`src/usb_irq_defs.svh`:
```
// Constants for the USB interrupt enable and force block.
// Assumes inclusion by bare name from every file that needs them.
`ifndef USB_IRQ_DEFS_SVH
`define USB_IRQ_DEFS_SVH

// ----------------------------------------------------------------
// Widths
// ----------------------------------------------------------------
`define IRQ_SRC_W        20
`define DATA_W           32
`define STRB_W           4
`define ADDR_W           8
`define EP_VEC_W         32
`define SPEED_W          2

// ----------------------------------------------------------------
// Register byte offsets
// ----------------------------------------------------------------
`define OFS_RAW          8'h8c
`define OFS_ENABLE       8'h90
`define OFS_FORCE        8'h94
`define OFS_FINAL        8'h98

// ----------------------------------------------------------------
// Reset values, source kinds and bus answers
// ----------------------------------------------------------------
`define ENABLE_RST       20'h00000
`define FORCE_RST        20'h00000
`define SRC_RST          20'h00000
`define LEVEL_SRC_MASK   20'hd1ff0
`define W1C_SRC_MASK     20'h00008
`define RESP_OKAY        2'h0
`define RESP_SLVERR      2'h2

// ----------------------------------------------------------------
// Source bit positions
// ----------------------------------------------------------------
`define BIT_EP_HANDSHAKE 19
`define BIT_ABORT_DONE   18
`define BIT_FRAME_START_RECEIVED      17
`define BIT_SETUP        16
`define BIT_DEV_WAKE     15
`define BIT_DEV_SLEEP    14
`define BIT_DEV_ATTACH   13
`define BIT_BUS_RESET    12
`define BIT_BUS_POWER    11
`define BIT_HALT         10
`define BIT_CRC          9
`define BIT_STUFF        8
`define BIT_RX_OVF       7
`define BIT_RX_TMO       6
`define BIT_TOGGLE       5
`define BIT_BUF_DONE     4
`define BIT_XFER_DONE    3
`define BIT_HOST_SOF     2
`define BIT_HOST_WAKE    1
`define BIT_HOST_ATTACH  0

`endif

```
`src/usb_irq_pkg.sv`:
```
// Types shared by the USB interrupt enable and force block.
// Assumes usb_irq_defs.svh is on the include path.
`include "usb_irq_defs.svh"
package usb_irq_pkg;
  typedef logic [`IRQ_SRC_W-1:0] src_vec_t;
  typedef logic [1:0]            axi_resp_t;
  typedef logic [`DATA_W-1:0]    word_t;
endpackage
```
`src/irq_src_if.sv`:
```
// Carrier between the register side and the source latches.
// Assumes usb_irq_pkg is compiled first.
`timescale 1ns/1ps
interface irq_src_if;
  usb_irq_pkg::src_vec_t set_ev;
  usb_irq_pkg::src_vec_t clr_ev;
  usb_irq_pkg::src_vec_t level_in;
  usb_irq_pkg::src_vec_t raw;
  modport former (output set_ev, output clr_ev, output level_in, input raw);
  modport latch  (input set_ev, input clr_ev, input level_in, output raw);
endinterface

```
`src/irq_source_latch.sv`:
```
// Raw interrupt source bits: sticky events and mirrored levels.
// Assumes one clock, synchronous active-low reset, same-clock inputs.
`timescale 1ns/1ps
`include "usb_irq_defs.svh"
module irq_source_latch (
  input  wire logic      aclk,
  input  wire logic      aresetn,
  irq_src_if.latch       src
);
  localparam usb_irq_pkg::src_vec_t LEVEL_KIND = `LEVEL_SRC_MASK;

  usb_irq_pkg::src_vec_t raw_r;

  // ----------------------------------------------------------------
  // One flop per source
  // ----------------------------------------------------------------
  genvar i;
  generate
    for (i = 0; i < `IRQ_SRC_W; i = i + 1) begin : g_src
      if (LEVEL_KIND[i]) begin : g_level
        always_ff @(posedge aclk) begin
          if (!aresetn) begin
            raw_r[i] <= 1'b0;
          end else begin
            raw_r[i] <= src.level_in[i];
          end
        end
      end else begin : g_event
        // Set wins over a clear in the same cycle
        always_ff @(posedge aclk) begin
          if (!aresetn) begin
            raw_r[i] <= 1'b0;
          end else begin
            raw_r[i] <= src.set_ev[i] | (raw_r[i] & ~src.clr_ev[i]);
          end
        end
      end
    end
  endgenerate

  assign src.raw = raw_r;
endmodule

```
`src/usb_irq_enable_force.sv`:
```
// Interrupt enable and force logic of a dual-role USB controller.
// Assumes all status inputs come from logic on aclk; AXI4-Lite slave.
`timescale 1ns/1ps
`include "usb_irq_defs.svh"

// How it works
// Enable mask at 0x90, bits 19:0 read-write, reset zero, 31:20 reserved.
// Force mask at 0x94, same layout, read-write, reset zero.
// Bit 19 high while any endpoint stall/NAK vector bit is set.
// Bit 18 high while any endpoint abort-finished vector bit is set.
// Bit 17 set on device-role frame start, cleared by frame-number read.
// Bits 16,12..5 mirror the serial engine status flags.
// Bit 15 set on device wake from host, cleared by resume flag write.
// Bit 14 set on device sleep state change, cleared by sleep flag write.
// Bit 13 set on device attach change, cleared by attach flag write.
// Bit 4 high while any endpoint buffer status bit is set.
// Bit 3 set on each transfer finish, cleared by writing one to it.
// Bit 2 set on host-role frame start sent, cleared by frame-number read.
// Bit 1 set when a device wakes the host, cleared by resume flag write.
// Bit 0 set on host line speed change, cleared by speed field write.
// Final status is raw AND enable, OR force, per bit.
// One interrupt output high while any final status bit is set.
// A set force bit holds its status bit until written back to zero.
module usb_irq_enable_force (
  input  wire logic                   aclk,
  input  wire logic                   aresetn,
  // AXI4-Lite slave
  input  wire logic [`ADDR_W-1:0]     awaddr,
  input  wire logic                   awvalid,
  output logic                        awready,
  input  wire logic [`DATA_W-1:0]     wdata,
  input  wire logic [`STRB_W-1:0]     wstrb,
  input  wire logic                   wvalid,
  output logic                        wready,
  output logic [1:0]                  bresp,
  output logic                        bvalid,
  input  wire logic                   bready,
  input  wire logic [`ADDR_W-1:0]     araddr,
  input  wire logic                   arvalid,
  output logic                        arready,
  output logic [`DATA_W-1:0]          rdata,
  output logic [1:0]                  rresp,
  output logic                        rvalid,
  input  wire logic                   rready,
  // Controller status
  input  wire logic                   host_mode,
  input  wire logic [`EP_VEC_W-1:0]   endpoint_handshake_vector,
  input  wire logic [`EP_VEC_W-1:0]   abort_done_vector,
  input  wire logic [`EP_VEC_W-1:0]   endpoint_buffer_done,
  input  wire logic                   frame_start_received,
  input  wire logic                   host_frame_sent,
  input  wire logic                   frame_number_read,
  input  wire logic                   setup_packet_seen,
  input  wire logic                   bus_reset_flag,
  input  wire logic                   bus_power_present,
  input  wire logic                   halt_handshake_seen,
  input  wire logic                   crc_fault_flag,
  input  wire logic                   stuffing_fault_flag,
  input  wire logic                   rx_overflow_flag,
  input  wire logic                   rx_timeout_flag,
  input  wire logic                   toggle_mismatch_flag,
  input  wire logic                   wakeup_from_upstream,
  input  wire logic                   downstream_wakeup,
  input  wire logic                   resume_flag_write,
  input  wire logic                   sleep_state_flag,
  input  wire logic                   sleep_flag_write,
  input  wire logic                   attach_state_flag,
  input  wire logic                   attach_flag_write,
  input  wire logic                   transfer_finished,
  input  wire logic [`SPEED_W-1:0]    line_speed,
  input  wire logic                   speed_field_write,
  // Interrupt result
  output logic [`IRQ_SRC_W-1:0]       usb_irq_final_status,
  output logic                        irq
);

  // ----------------------------------------------------------------
  // Declarations
  // ----------------------------------------------------------------
  irq_src_if src ();

  logic                    aw_held_r;
  logic [`ADDR_W-1:0]      awaddr_r;
  logic                    w_held_r;
  logic [`DATA_W-1:0]      wdata_r;
  logic [`STRB_W-1:0]      wstrb_r;
  logic                    bvalid_r;
  usb_irq_pkg::axi_resp_t  bresp_r;
  logic                    rvalid_r;
  usb_irq_pkg::axi_resp_t  rresp_r;
  usb_irq_pkg::word_t      rdata_r;

  usb_irq_pkg::src_vec_t   usb_irq_enable_mask_r;
  usb_irq_pkg::src_vec_t   usb_irq_enable_mask_nxt;
  usb_irq_pkg::src_vec_t   usb_irq_force_mask_r;
  usb_irq_pkg::src_vec_t   usb_irq_force_mask_nxt;
  usb_irq_pkg::src_vec_t   final_r;
  usb_irq_pkg::src_vec_t   final_nxt;
  logic                    irq_r;

  logic                    sleep_prev_r;
  logic                    attach_prev_r;
  logic [`SPEED_W-1:0]     speed_prev_r;
  logic                    primed_r;

  logic                    aw_take;
  logic                    w_take;
  logic                    ar_take;
  logic                    wr_fire;
  logic                    wr_hit_raw;
  logic                    wr_hit_enable;
  logic                    wr_hit_force;
  logic                    wr_hit_final;
  logic                    wr_mapped;
  logic                    rd_hit_raw;
  logic                    rd_hit_enable;
  logic                    rd_hit_force;
  logic                    rd_hit_final;
  logic                    rd_mapped;
  usb_irq_pkg::word_t      wmask;
  usb_irq_pkg::src_vec_t   wmask_src;
  usb_irq_pkg::src_vec_t   wdata_src;
  usb_irq_pkg::src_vec_t   raw_w1c;
  usb_irq_pkg::word_t      rd_word;
  usb_irq_pkg::src_vec_t   rd_src;
  usb_irq_pkg::src_vec_t   set_vec;
  usb_irq_pkg::src_vec_t   clr_vec;
  usb_irq_pkg::src_vec_t   level_vec;
  logic                    sleep_change;
  logic                    attach_change;
  logic                    speed_change;
  logic                    dev_mode;

  // ----------------------------------------------------------------
  // Write channel handshake
  // ----------------------------------------------------------------
  assign awready = ~aw_held_r & ~bvalid_r;
  assign wready  = ~w_held_r & ~bvalid_r;
  assign aw_take = awvalid & awready;
  assign w_take  = wvalid & wready;
  assign wr_fire = aw_held_r & w_held_r & ~bvalid_r;
  assign bvalid  = bvalid_r;
  assign bresp   = bresp_r;

  always_ff @(posedge aclk) begin
    if (!aresetn) begin
      aw_held_r <= 1'b0;
      awaddr_r  <= '0;
    end else if (aw_take) begin
      aw_held_r <= 1'b1;
      awaddr_r  <= awaddr;
    end else if (wr_fire) begin
      aw_held_r <= 1'b0;
    end
  end

  always_ff @(posedge aclk) begin
    if (!aresetn) begin
      w_held_r <= 1'b0;
      wdata_r  <= '0;
      wstrb_r  <= '0;
    end else if (w_take) begin
      w_held_r <= 1'b1;
      wdata_r  <= wdata;
      wstrb_r  <= wstrb;
    end else if (wr_fire) begin
      w_held_r <= 1'b0;
    end
  end

  always_ff @(posedge aclk) begin
    if (!aresetn) begin
      bvalid_r <= 1'b0;
      bresp_r  <= `RESP_OKAY;
    end else if (wr_fire) begin
      bvalid_r <= 1'b1;
      bresp_r  <= wr_mapped ? `RESP_OKAY : `RESP_SLVERR;
    end else if (bready) begin
      bvalid_r <= 1'b0;
    end
  end

  // ----------------------------------------------------------------
  // Write decode and byte lanes
  // ----------------------------------------------------------------
  assign wr_hit_raw    = awaddr_r == `OFS_RAW;
  assign wr_hit_enable = awaddr_r == `OFS_ENABLE;
  assign wr_hit_force  = awaddr_r == `OFS_FORCE;
  assign wr_hit_final  = awaddr_r == `OFS_FINAL;
  assign wr_mapped     = wr_hit_raw | wr_hit_enable | wr_hit_force | wr_hit_final;
  assign wmask         = {{8{wstrb_r[3]}}, {8{wstrb_r[2]}}, {8{wstrb_r[1]}}, {8{wstrb_r[0]}}};
  assign wmask_src     = wmask[`IRQ_SRC_W-1:0];
  assign wdata_src     = wdata_r[`IRQ_SRC_W-1:0];

  // Only the transfer-finished bit of the raw word is writable
  assign raw_w1c = (wr_fire & wr_hit_raw) ? (wdata_src & wmask_src & `W1C_SRC_MASK)
                                          : `SRC_RST;

  assign usb_irq_enable_mask_nxt = (wr_fire & wr_hit_enable)
      ? ((usb_irq_enable_mask_r & ~wmask_src) | (wdata_src & wmask_src))
      : usb_irq_enable_mask_r;
  assign usb_irq_force_mask_nxt = (wr_fire & wr_hit_force)
      ? ((usb_irq_force_mask_r & ~wmask_src) | (wdata_src & wmask_src))
      : usb_irq_force_mask_r;

  always_ff @(posedge aclk) begin
    if (!aresetn) begin
      usb_irq_enable_mask_r <= `ENABLE_RST;
      usb_irq_force_mask_r  <= `FORCE_RST;
    end else begin
      usb_irq_enable_mask_r <= usb_irq_enable_mask_nxt;
      usb_irq_force_mask_r  <= usb_irq_force_mask_nxt;
    end
  end

  // ----------------------------------------------------------------
  // Read channel
  // ----------------------------------------------------------------
  assign arready       = ~rvalid_r;
  assign ar_take       = arvalid & arready;
  assign rd_hit_raw    = araddr == `OFS_RAW;
  assign rd_hit_enable = araddr == `OFS_ENABLE;
  assign rd_hit_force  = araddr == `OFS_FORCE;
  assign rd_hit_final  = araddr == `OFS_FINAL;
  assign rd_mapped     = rd_hit_raw | rd_hit_enable | rd_hit_force | rd_hit_final;
  assign rd_src = rd_hit_raw    ? src.raw :
                  rd_hit_enable ? usb_irq_enable_mask_r :
                  rd_hit_force  ? usb_irq_force_mask_r :
                  rd_hit_final  ? final_r : `SRC_RST;
  // Reserved upper bits read as zero
  assign rd_word = {{(`DATA_W-`IRQ_SRC_W){1'b0}}, rd_src};
  assign rvalid  = rvalid_r;
  assign rdata   = rdata_r;
  assign rresp   = rresp_r;

  always_ff @(posedge aclk) begin
    if (!aresetn) begin
      rvalid_r <= 1'b0;
      rdata_r  <= '0;
      rresp_r  <= `RESP_OKAY;
    end else if (ar_take) begin
      rvalid_r <= 1'b1;
      rdata_r  <= rd_word;
      rresp_r  <= rd_mapped ? `RESP_OKAY : `RESP_SLVERR;
    end else if (rready) begin
      rvalid_r <= 1'b0;
    end
  end

  // ----------------------------------------------------------------
  // State change detection
  // ----------------------------------------------------------------
  // First cycle after reset only loads history, no false change
  always_ff @(posedge aclk) begin
    if (!aresetn) begin
      primed_r      <= 1'b0;
      sleep_prev_r  <= 1'b0;
      attach_prev_r <= 1'b0;
      speed_prev_r  <= '0;
    end else begin
      primed_r      <= 1'b1;
      sleep_prev_r  <= sleep_state_flag;
      attach_prev_r <= attach_state_flag;
      speed_prev_r  <= line_speed;
    end
  end

  assign dev_mode      = ~host_mode;
  assign sleep_change  = primed_r & (sleep_state_flag != sleep_prev_r);
  assign attach_change = primed_r & (attach_state_flag != attach_prev_r);
  assign speed_change  = primed_r & (line_speed != speed_prev_r);

  // ----------------------------------------------------------------
  // Source forming
  // ----------------------------------------------------------------
  always_comb begin
    set_vec   = `SRC_RST;
    clr_vec   = `SRC_RST;
    level_vec = `SRC_RST;
    level_vec[`BIT_EP_HANDSHAKE] = |endpoint_handshake_vector;
    level_vec[`BIT_ABORT_DONE]   = |abort_done_vector;
    level_vec[`BIT_SETUP]        = setup_packet_seen;
    level_vec[`BIT_BUS_RESET]    = bus_reset_flag;
    level_vec[`BIT_BUS_POWER]    = bus_power_present;
    level_vec[`BIT_HALT]         = halt_handshake_seen;
    level_vec[`BIT_CRC]          = crc_fault_flag;
    level_vec[`BIT_STUFF]        = stuffing_fault_flag;
    level_vec[`BIT_RX_OVF]       = rx_overflow_flag;
    level_vec[`BIT_RX_TMO]       = rx_timeout_flag;
    level_vec[`BIT_TOGGLE]       = toggle_mismatch_flag;
    level_vec[`BIT_BUF_DONE]     = |endpoint_buffer_done;
    set_vec[`BIT_FRAME_START_RECEIVED]        = dev_mode & frame_start_received;
    clr_vec[`BIT_FRAME_START_RECEIVED]        = frame_number_read;
    set_vec[`BIT_DEV_WAKE]       = dev_mode & wakeup_from_upstream;
    clr_vec[`BIT_DEV_WAKE]       = resume_flag_write;
    set_vec[`BIT_DEV_SLEEP]      = dev_mode & sleep_change;
    clr_vec[`BIT_DEV_SLEEP]      = sleep_flag_write;
    set_vec[`BIT_DEV_ATTACH]     = dev_mode & attach_change;
    clr_vec[`BIT_DEV_ATTACH]     = attach_flag_write;
    set_vec[`BIT_XFER_DONE]      = transfer_finished;
    clr_vec[`BIT_XFER_DONE]      = raw_w1c[`BIT_XFER_DONE];
    set_vec[`BIT_HOST_SOF]       = host_mode & host_frame_sent;
    clr_vec[`BIT_HOST_SOF]       = frame_number_read;
    set_vec[`BIT_HOST_WAKE]      = host_mode & downstream_wakeup;
    clr_vec[`BIT_HOST_WAKE]      = resume_flag_write;
    set_vec[`BIT_HOST_ATTACH]    = host_mode & speed_change;
    clr_vec[`BIT_HOST_ATTACH]    = speed_field_write;
  end

  assign src.set_ev   = set_vec;
  assign src.clr_ev   = clr_vec;
  assign src.level_in = level_vec;

  irq_source_latch u_latch (
    .aclk    (aclk),
    .aresetn (aresetn),
    .src     (src.latch)
  );

  // ----------------------------------------------------------------
  // Masking, forcing and request output
  // ----------------------------------------------------------------
  assign final_nxt = (src.raw & usb_irq_enable_mask_r) | usb_irq_force_mask_r;

  always_ff @(posedge aclk) begin
    if (!aresetn) begin
      final_r <= `SRC_RST;
      irq_r   <= 1'b0;
    end else begin
      final_r <= final_nxt;
      irq_r   <= |final_nxt;
    end
  end

  assign usb_irq_final_status = final_r;
  assign irq                  = irq_r;

endmodule

```
`config.mk`:
```
export PLATFORM = sky130hd
export DESIGN_NAME = usb_irq_enable_force
export DESIGN_NICKNAME = d
export VERILOG_FILES = /design/src/usb_irq_pkg.sv /design/src/irq_src_if.sv /design/src/irq_source_latch.sv /design/src/usb_irq_enable_force.sv
export VERILOG_INCLUDE_DIRS = /design/src
export SDC_FILE = /design/constraint.sdc
export NUM_CORES = 1
export LEC_CHECK = 0
export ABC_AREA = 1
export BUFFER_PORTS_ARGS = -buffer_cell sky130_fd_sc_hd__buf_2
export CAP_MARGIN = 40
export CORE_MARGIN = 8
export CORE_UTILIZATION = 35
export CTS_BUF_LIST = sky130_fd_sc_hd__clkbuf_8
export CTS_CLUSTER_DIAMETER = 50
export DETAILED_ROUTE_END_ITERATION = 8
export GPL_TIMING_DRIVEN = 0
export MAX_ROUTING_LAYER = met4
export REMOVE_ABC_BUFFERS = 1
export SYNTH_ARGS = -nofsm -noshare
export SYNTH_HDL_FRONTEND = slang
export SYNTH_SLANG_ARGS = --single-unit
```
`constraint.sdc`:
```
create_clock -name aclk -period 1.7 [get_ports aclk]
set_input_delay 0.255 -clock aclk [delete_from_list [all_inputs] [get_ports aclk]]
set_output_delay 0.255 -clock aclk [all_outputs]
set_load 0.02 [all_outputs]
```
==> key figures, run 1 <==
Worst setup path
  – Slowest cell on the critical path: dfxtp_1
  – Top Family by Delay on Critical Path: simple AND/OR/NAND/NOR gates
  – Worst EP required: 2.07 ns
  – R2r setup slk: between 0.09 and 0.1 ns
  – Reg2Reg Depth: 7
  – CP Max Fanout: 11
  – RR Startpoint: awaddr_r[0]
  – Type of the worst setup path: flip-flop to flip-flop
  – Crit path DAT: between 1.5 and 2 ns
  – Startpoint types: flip-flop
  – CP cell instances: nor2_4 -> nand3_1 -> nor2_2 -> nand3_4 -> inv_1 -> nand2_1 -> a21oi_1
  – WP buf/inv: 1
  – Element type at the critical path end: flip-flop
  – CP max stage delay: 0.34 ns

Synthesis
  – Ranking of synthesized cells by area: dfxtp_1, nor2_1, nand2_1
  – Syn Std Cell Area: 0.00633 sq mm
  – Gate Count Post-Synth: 888
  – EDFF count, synth: 0
  – Yosys top cell area share: 45.2%
  – Register area share after synthesis: 45.2%
  – YS warnings: 0
  – Syn Area/Cell: 7.13 sq um
  – Synth unique cells: 33
  – Most used DFF post-synth: dfxtp_1
  – Commonest cells post-synth: dfxtp_1, nor2_1, nand2_1, inv_1, a21oi_1
  – FFs w/ async S/R, synth: 0%
  – #FFs+latches synth: 143
  – Area leader, netlist: dfxtp_1
  – Most numerous cell in the Yosys netlist: dfxtp_1

Global routing
  – Largest net degree at the start of global routing: 47
  – First-pass GRT wire length: 31.2 mm
  – Total congestion overflow: 0
  – Overall Global Routing Usage: 18.2%
  – Vias in the first global route: 5,916
  – Initial antenna violation count: 0

STA
  – Final hold violation count: 0
  – Worst-Margin Slew: 0.645 ns
  – RSZ-0062 raised after global routing: true
  – Clock skew: 0.0113 ns
  – Peak Freq: 623 MHz
  – Final worst slack: 0.0937 ns
  – Slew Limit Fails: 0
  – Max_slew headroom: 57.0%
  – Period utilization: 94.5%
  – Final setup vio count: 0
  – Crit path time final: 1.61 ns

Place
  – Placed instance area: between 0.007 and 0.008 sq mm
  – Placer Congestion: 0.788
  – Setup Slack @ Placement: -0.476 ns
  – Final HPWL DP: 15.0 mm
  – I/O Buffers: 213

Drt
  – Avg WL per Cell: 15.3 um
  – Post-Route WL: between 20 and 25 mm
  – Pre-antenna DRT Iters: 5
  – Initial drt markers: 430
  – Avg Vias per Cell: 4.68
  – DR DRC count: 0
  – Routed vias: 6,299
  – ANT nets after route: 0

Worst hold path
  – Hold WC Path Type: primary input to flip-flop
  – Hold Path End: u_latch.src.raw[3]
  – Worst hold path cell count: 3
  – Hold Startpoint: transfer_finished

Clock tree
  – Skew-Pair Late Insertion Delay: 0.45 ns
  – Clock H-tree levels: 4
  – Clock tree sinks: 143
  – CTS buffer count: 17
  – CTS Root Cell: clkbuf_8
  – TritonCTS clock tree: built
  – Max Root-Sink Buffers: 2
  – Clk slew on worst S/H paths: 0.07 ns

Floorplanning
  – Die boundary height: about 150 um
  – Io pins: 241
  – Initial Util: a little over a third
  – Die W: around 150 um
  – Row Count: 49
  – Die ar.: roughly 0.023 sq mm
  – Placeable Area: 0.0178 sq mm

Final layout
  – Multi-input logic area: slightly below 0.003 sq mm
  – Design area: between 0.008 and 0.009 sq mm
  – Register area: 0.00286 sq mm
  – Layout area overhead: 28.9%
  – Proportion of layout cells with a drive suffix above 1: between 20% and 30%
  – Antenna diode instance count: 0
  – Fillers: between 1,500 and 2,000
  – Post-layout util: 45.7%
  – NumNets Final: 1,283

Power
  – Max VDD drop: roughly 0.00046 V
  – PwrDens: 811 mW/mm^2
  – Static leakage: about 3.9 nW
  – Pwr Total: about 0.0066 W

Run
  – Max Cap Viol: 0

Status
  – Status: complete, no violations
## cells in the final DEF (no fill, tap or decap), types with 14 or more instances in the layout
cell	synthesis	layout
buf_2	25	212
dfxtp_1	143	143
nor2_1	140	136
nand2_1	137	136
inv_1	87	92
a21oi_1	78	78
nand3_1	74	72
o21ai_0	62	62
o21ai_1	25	25
clkbuf_8	0	19
nand3b_1	16	16
conb_1	1	14
## power breakdown
| part | internal [W] | leakage (nW) | switching [W] |
|---|---|---|---|
| sequential | 0.00346 | 1.17 | 0.0000793 |
| clock | 0.00104 | 0.190 | 0.00123 |
| combinational | 0.000334 | 2.56 | 0.000477 |
| total | 0.00483 | 3.91 | 0.00178 |
## metrics by stage
stage               instances  TNS (ns)  hold WS, ns
finish                   1346         0       0.0400
global route             1346    -0.118       0.0410
CTS                      1343         0       0.0164
detailed placement       1295    -24.29        0.440
global placement         1284   -144.51        0.438
floorplan                 842     -6.17        0.283
## timing repair
action,4_1_cts,5_1_grt
gates resized for setup,5,5
hold endpoints to repair,13,0
cloned,1,1
setup endpoints to repair,37,71
pin swaps,0,1
hold buffers,13,0
buffers inserted,2,2
## cells by family (layout without fill, tap and decap cells)
logic type             Yosys count  count (layout)  synth area share [%]
AND/OR/NAND/NOR                419             420                  29.9
AO/OA/AOI/OAI                  174             174                  14.1
other                            1              14                0.0592
XOR/XNOR                         2               2                 0.277
buffers and inverters          149             364                  10.4
flip-flops                     143             143                  45.2
## routing by layer
metal,global-route usage (%),vias to the layer above,wire (um)
met5,-,-,0
met4,5.00,0,175
met3,3.34,17,1040
met2,29.1,163,9710
met1,23.2,2831,9690
li1,-,3288,-
## worst reg2reg max path: cells and delay by family, from the launching register on
kind                   cells  cell delay [ns]
AOI/OAI and AO/OA          1             0.12
buffers and inverters      1             0.23
and+or+nand+nor            5             0.85
DFF                        1             0.34
## cell type report
cell class	count	share of cell area (%)
clock buffers	19	3.20
clock inverters	13	0.751
inverters	90	4.26
multi-input cells	610	35.7
flip-flops and latches	143	35.1
well taps	229	3.51
repair buffers	241	17.4
repair inverters	1	0.0920
## worst max path at each step
| stage | from | to | slack [ns] | depth (start not counted) |
|---|---|---|---|---|
| after detailed placement | araddr[6] | rdata[12] | -0.48 | 9 |
| after global routing | awaddr_r[0] | flip-flop | -0.03 | 7 |
| after global placement | aresetn | u_latch.src.raw[4] | -2.56 | 3 |
| after floorplan | araddr[6] | rdata[0] | -0.30 | 7 |
| after CTS | araddr[6] | rdata[12] | 0.006 | 9 |
| final | awaddr_r[0] | flip-flop | 0.09 | 7 |
No activity file was read; power rests on OpenSTA's default activity.
==> run 2, diff against run 1 <==
- CORE_MARGIN: 8 -> 5
- CORE_UTILIZATION: 35 -> 51
- PLACE_DENSITY: not set -> 0.83
==> run 2 against run 1 <==
Routed wire length decreased by 7.3%; sequential power about the same; clock skew increased by 0.0034 ns; largest cell class unchanged; highest routed layer unchanged.
==> key figures, run 2 (synthesis results as in run 1) <==
Worst setup path
  – CP cell instances: inv_1 -> nor2_2 -> nand3_2 -> nor2_2 -> nand3_2 -> inv_2 -> nand2_1 -> a21oi_1
  – CP max stage delay: 0.32 ns
  – Slowest cell on the critical path: dfxtp_1
  – Element type at the critical path end: flip-flop
  – Type of the worst setup path: flip-flop to flip-flop
  – Top Family by Delay on Critical Path: simple AND/OR/NAND/NOR gates
  – Worst EP required: 2.08 ns
  – Crit path DAT: 2.03 ns
  – Startpoint types: flip-flop
  – WP buf/inv: 2
  – CP Max Fanout: 11

Final layout
  – Layout area overhead: 27.4%
  – Proportion of layout cells with a drive suffix above 1: ~26%
  – Post-layout util: 66.6%
  – Fillers: 1,108
  – Commonest non-fill, non-tap cell in the layout: buf_2
  – NumNets Final: 1,276
  – Register area: 0.00286 sq mm
  – Antenna diode instance count: 0
  – Multi-input logic area: around 0.0029 sq mm
  – Most frequent cells in the layout: buf_2, dfxtp_1, nor2_1

Drt
  – Initial drt markers: 629
  – DR DRC count: 0
  – Pre-antenna DRT Iters: 5
  – Avg WL per Cell: 15.0 um
  – Routed vias: 6,450
  – ANT nets after route: 0
  – Avg Vias per Cell: 5.05
  – Post-Route WL: 19.1 mm

Power
  – Max VDD drop: ~0.00064 V
  – PwrDens: 885 mW/mm^2
  – Static leakage: about 3.9 nW

STA
  – RSZ-0062 raised after global routing: true
  – Crit path time final: 1.65 ns
  – Final hold violation count: 0
  – Period utilization: 97.0%
  – Clock skew: ~0.015 ns
  – Slew Limit Fails: 0
  – Worst-Margin Slew: 0.617 ns
  – Max_slew headroom: between 50% and 60%
  – Final setup vio count: 0
  – Final worst slack: 0.0506 ns
  – Peak Freq: 606 MHz

Floorplanning
  – Die W: 121 um
  – Row Count: 40
  – Io pins: 241
  – Initial Util: 52.3%
  – Die ar.: 0.0147 sq mm
  – Placeable Area: 0.0121 sq mm
  – Die boundary height: 121 um

Clock tree
  – Skew-Pair Late Insertion Delay: 0.46 ns
  – Clock tree sinks: around 140
  – CTS buffer count: 17
  – CTS Root Cell: clkbuf_8
  – Max Root-Sink Buffers: 2
  – Clk slew on worst S/H paths: ~0.08 ns
  – TritonCTS clock tree: built
  – Clock H-tree levels: 4

Place
  – Placer Congestion: ~0.84
  – I/O Buffers: 213
  – Final HPWL DP: around 13 mm
  – Setup Slack @ Placement: -0.523 ns

Global routing
  – Vias in the first global route: between 6,000 and 7,000
  – Total congestion overflow: 0
  – Overall Global Routing Usage: 26.5%
  – Initial antenna violation count: 0
  – First-pass GRT wire length: roughly 30 mm
  – Largest net degree at the start of global routing: 45

Worst hold path
  – Hold WC Path Type: primary input to flip-flop

Run
  – Max Cap Viol: 0

Status
  – Status: complete, no violations
run 2: routing by layer:
metal | GRT usage (%) | vias up | part of all wire, %
met5 | - | - | 0
met4 | 7.91 | 0 | 1.7
met3 | 4.99 | 34 | 7.7
met2 | 43.2 | 257 | 48
met1 | 33.5 | 2875 | 43
li1 | - | 3284 | -
run 2: repair_timing:
item,in CTS,in global routing
resized for setup,8,2
hold endpoints to repair,10,0
hold buffers,10,0
buffers inserted,3,0
cloned,2,0
setup endpoints to repair,49,34
run 2: final timing paths:
path | start | to | slack (ns) | cells after the start
setup / recovery | awaddr_r[7] | flip-flop | 0.05 | 8
hold / removal | line_speed[0] | speed_prev_r[0] | 0.01 | 3
setup reg to reg | awaddr_r[7] | flip-flop | 0.05 | 8
hold reg to reg | rdata[0] | rdata[0] | 0.46 | 2
run 2: worst min-delay path, delay by kind of cell:
kind	cells	cell delay (ns)
and+or+nand+nor	1	0.05
buffers and inverters	2	0.14
run 2: layout make-up:
cell class / count / share of cell area [%]
Clock buffer: 19 / 3.24
Clock inverter: 13 / 1.86
Inverter: 90 / 4.31
Multi-Input combinational cell: 609 / 35.9
Sequential cell: 143 / 35.5
Tap cell: 168 / 2.61
Timing Repair Buffer: 234 / 16.4
Timing Repair inverter: 2 / 0.186
run 2: per-stage QoR:
stage | hold slack, ns | power (W) | instance area (sq um) | std cells | TNS, ns
5_1_grt | 0.0118 | 0.00741 | 8060 | 1278 | -0.604
2_1_floorplan | 0.283 | 0.00397 | 6060 | 842 | -6.17
4_1_cts | 0.00176 | 0.00713 | 8060 | 1278 | 0
3_5_place_dp | 0.439 | 0.00435 | 7490 | 1231 | -13.45
3_3_place_gp | 0.437 | 0.00430 | 7330 | 1223 | -126.26
6_report | 0.0106 | 0.00714 | 8060 | 1278 | 0
run 2: report_power, final:
part	total, W	switching (W)	internal, W
registers	0.00355	0.0000846	0.00346
logic	0.000782	0.000465	0.000317
clock network	0.00281	0.00140	0.00141
total	0.00714	0.00194	0.00519
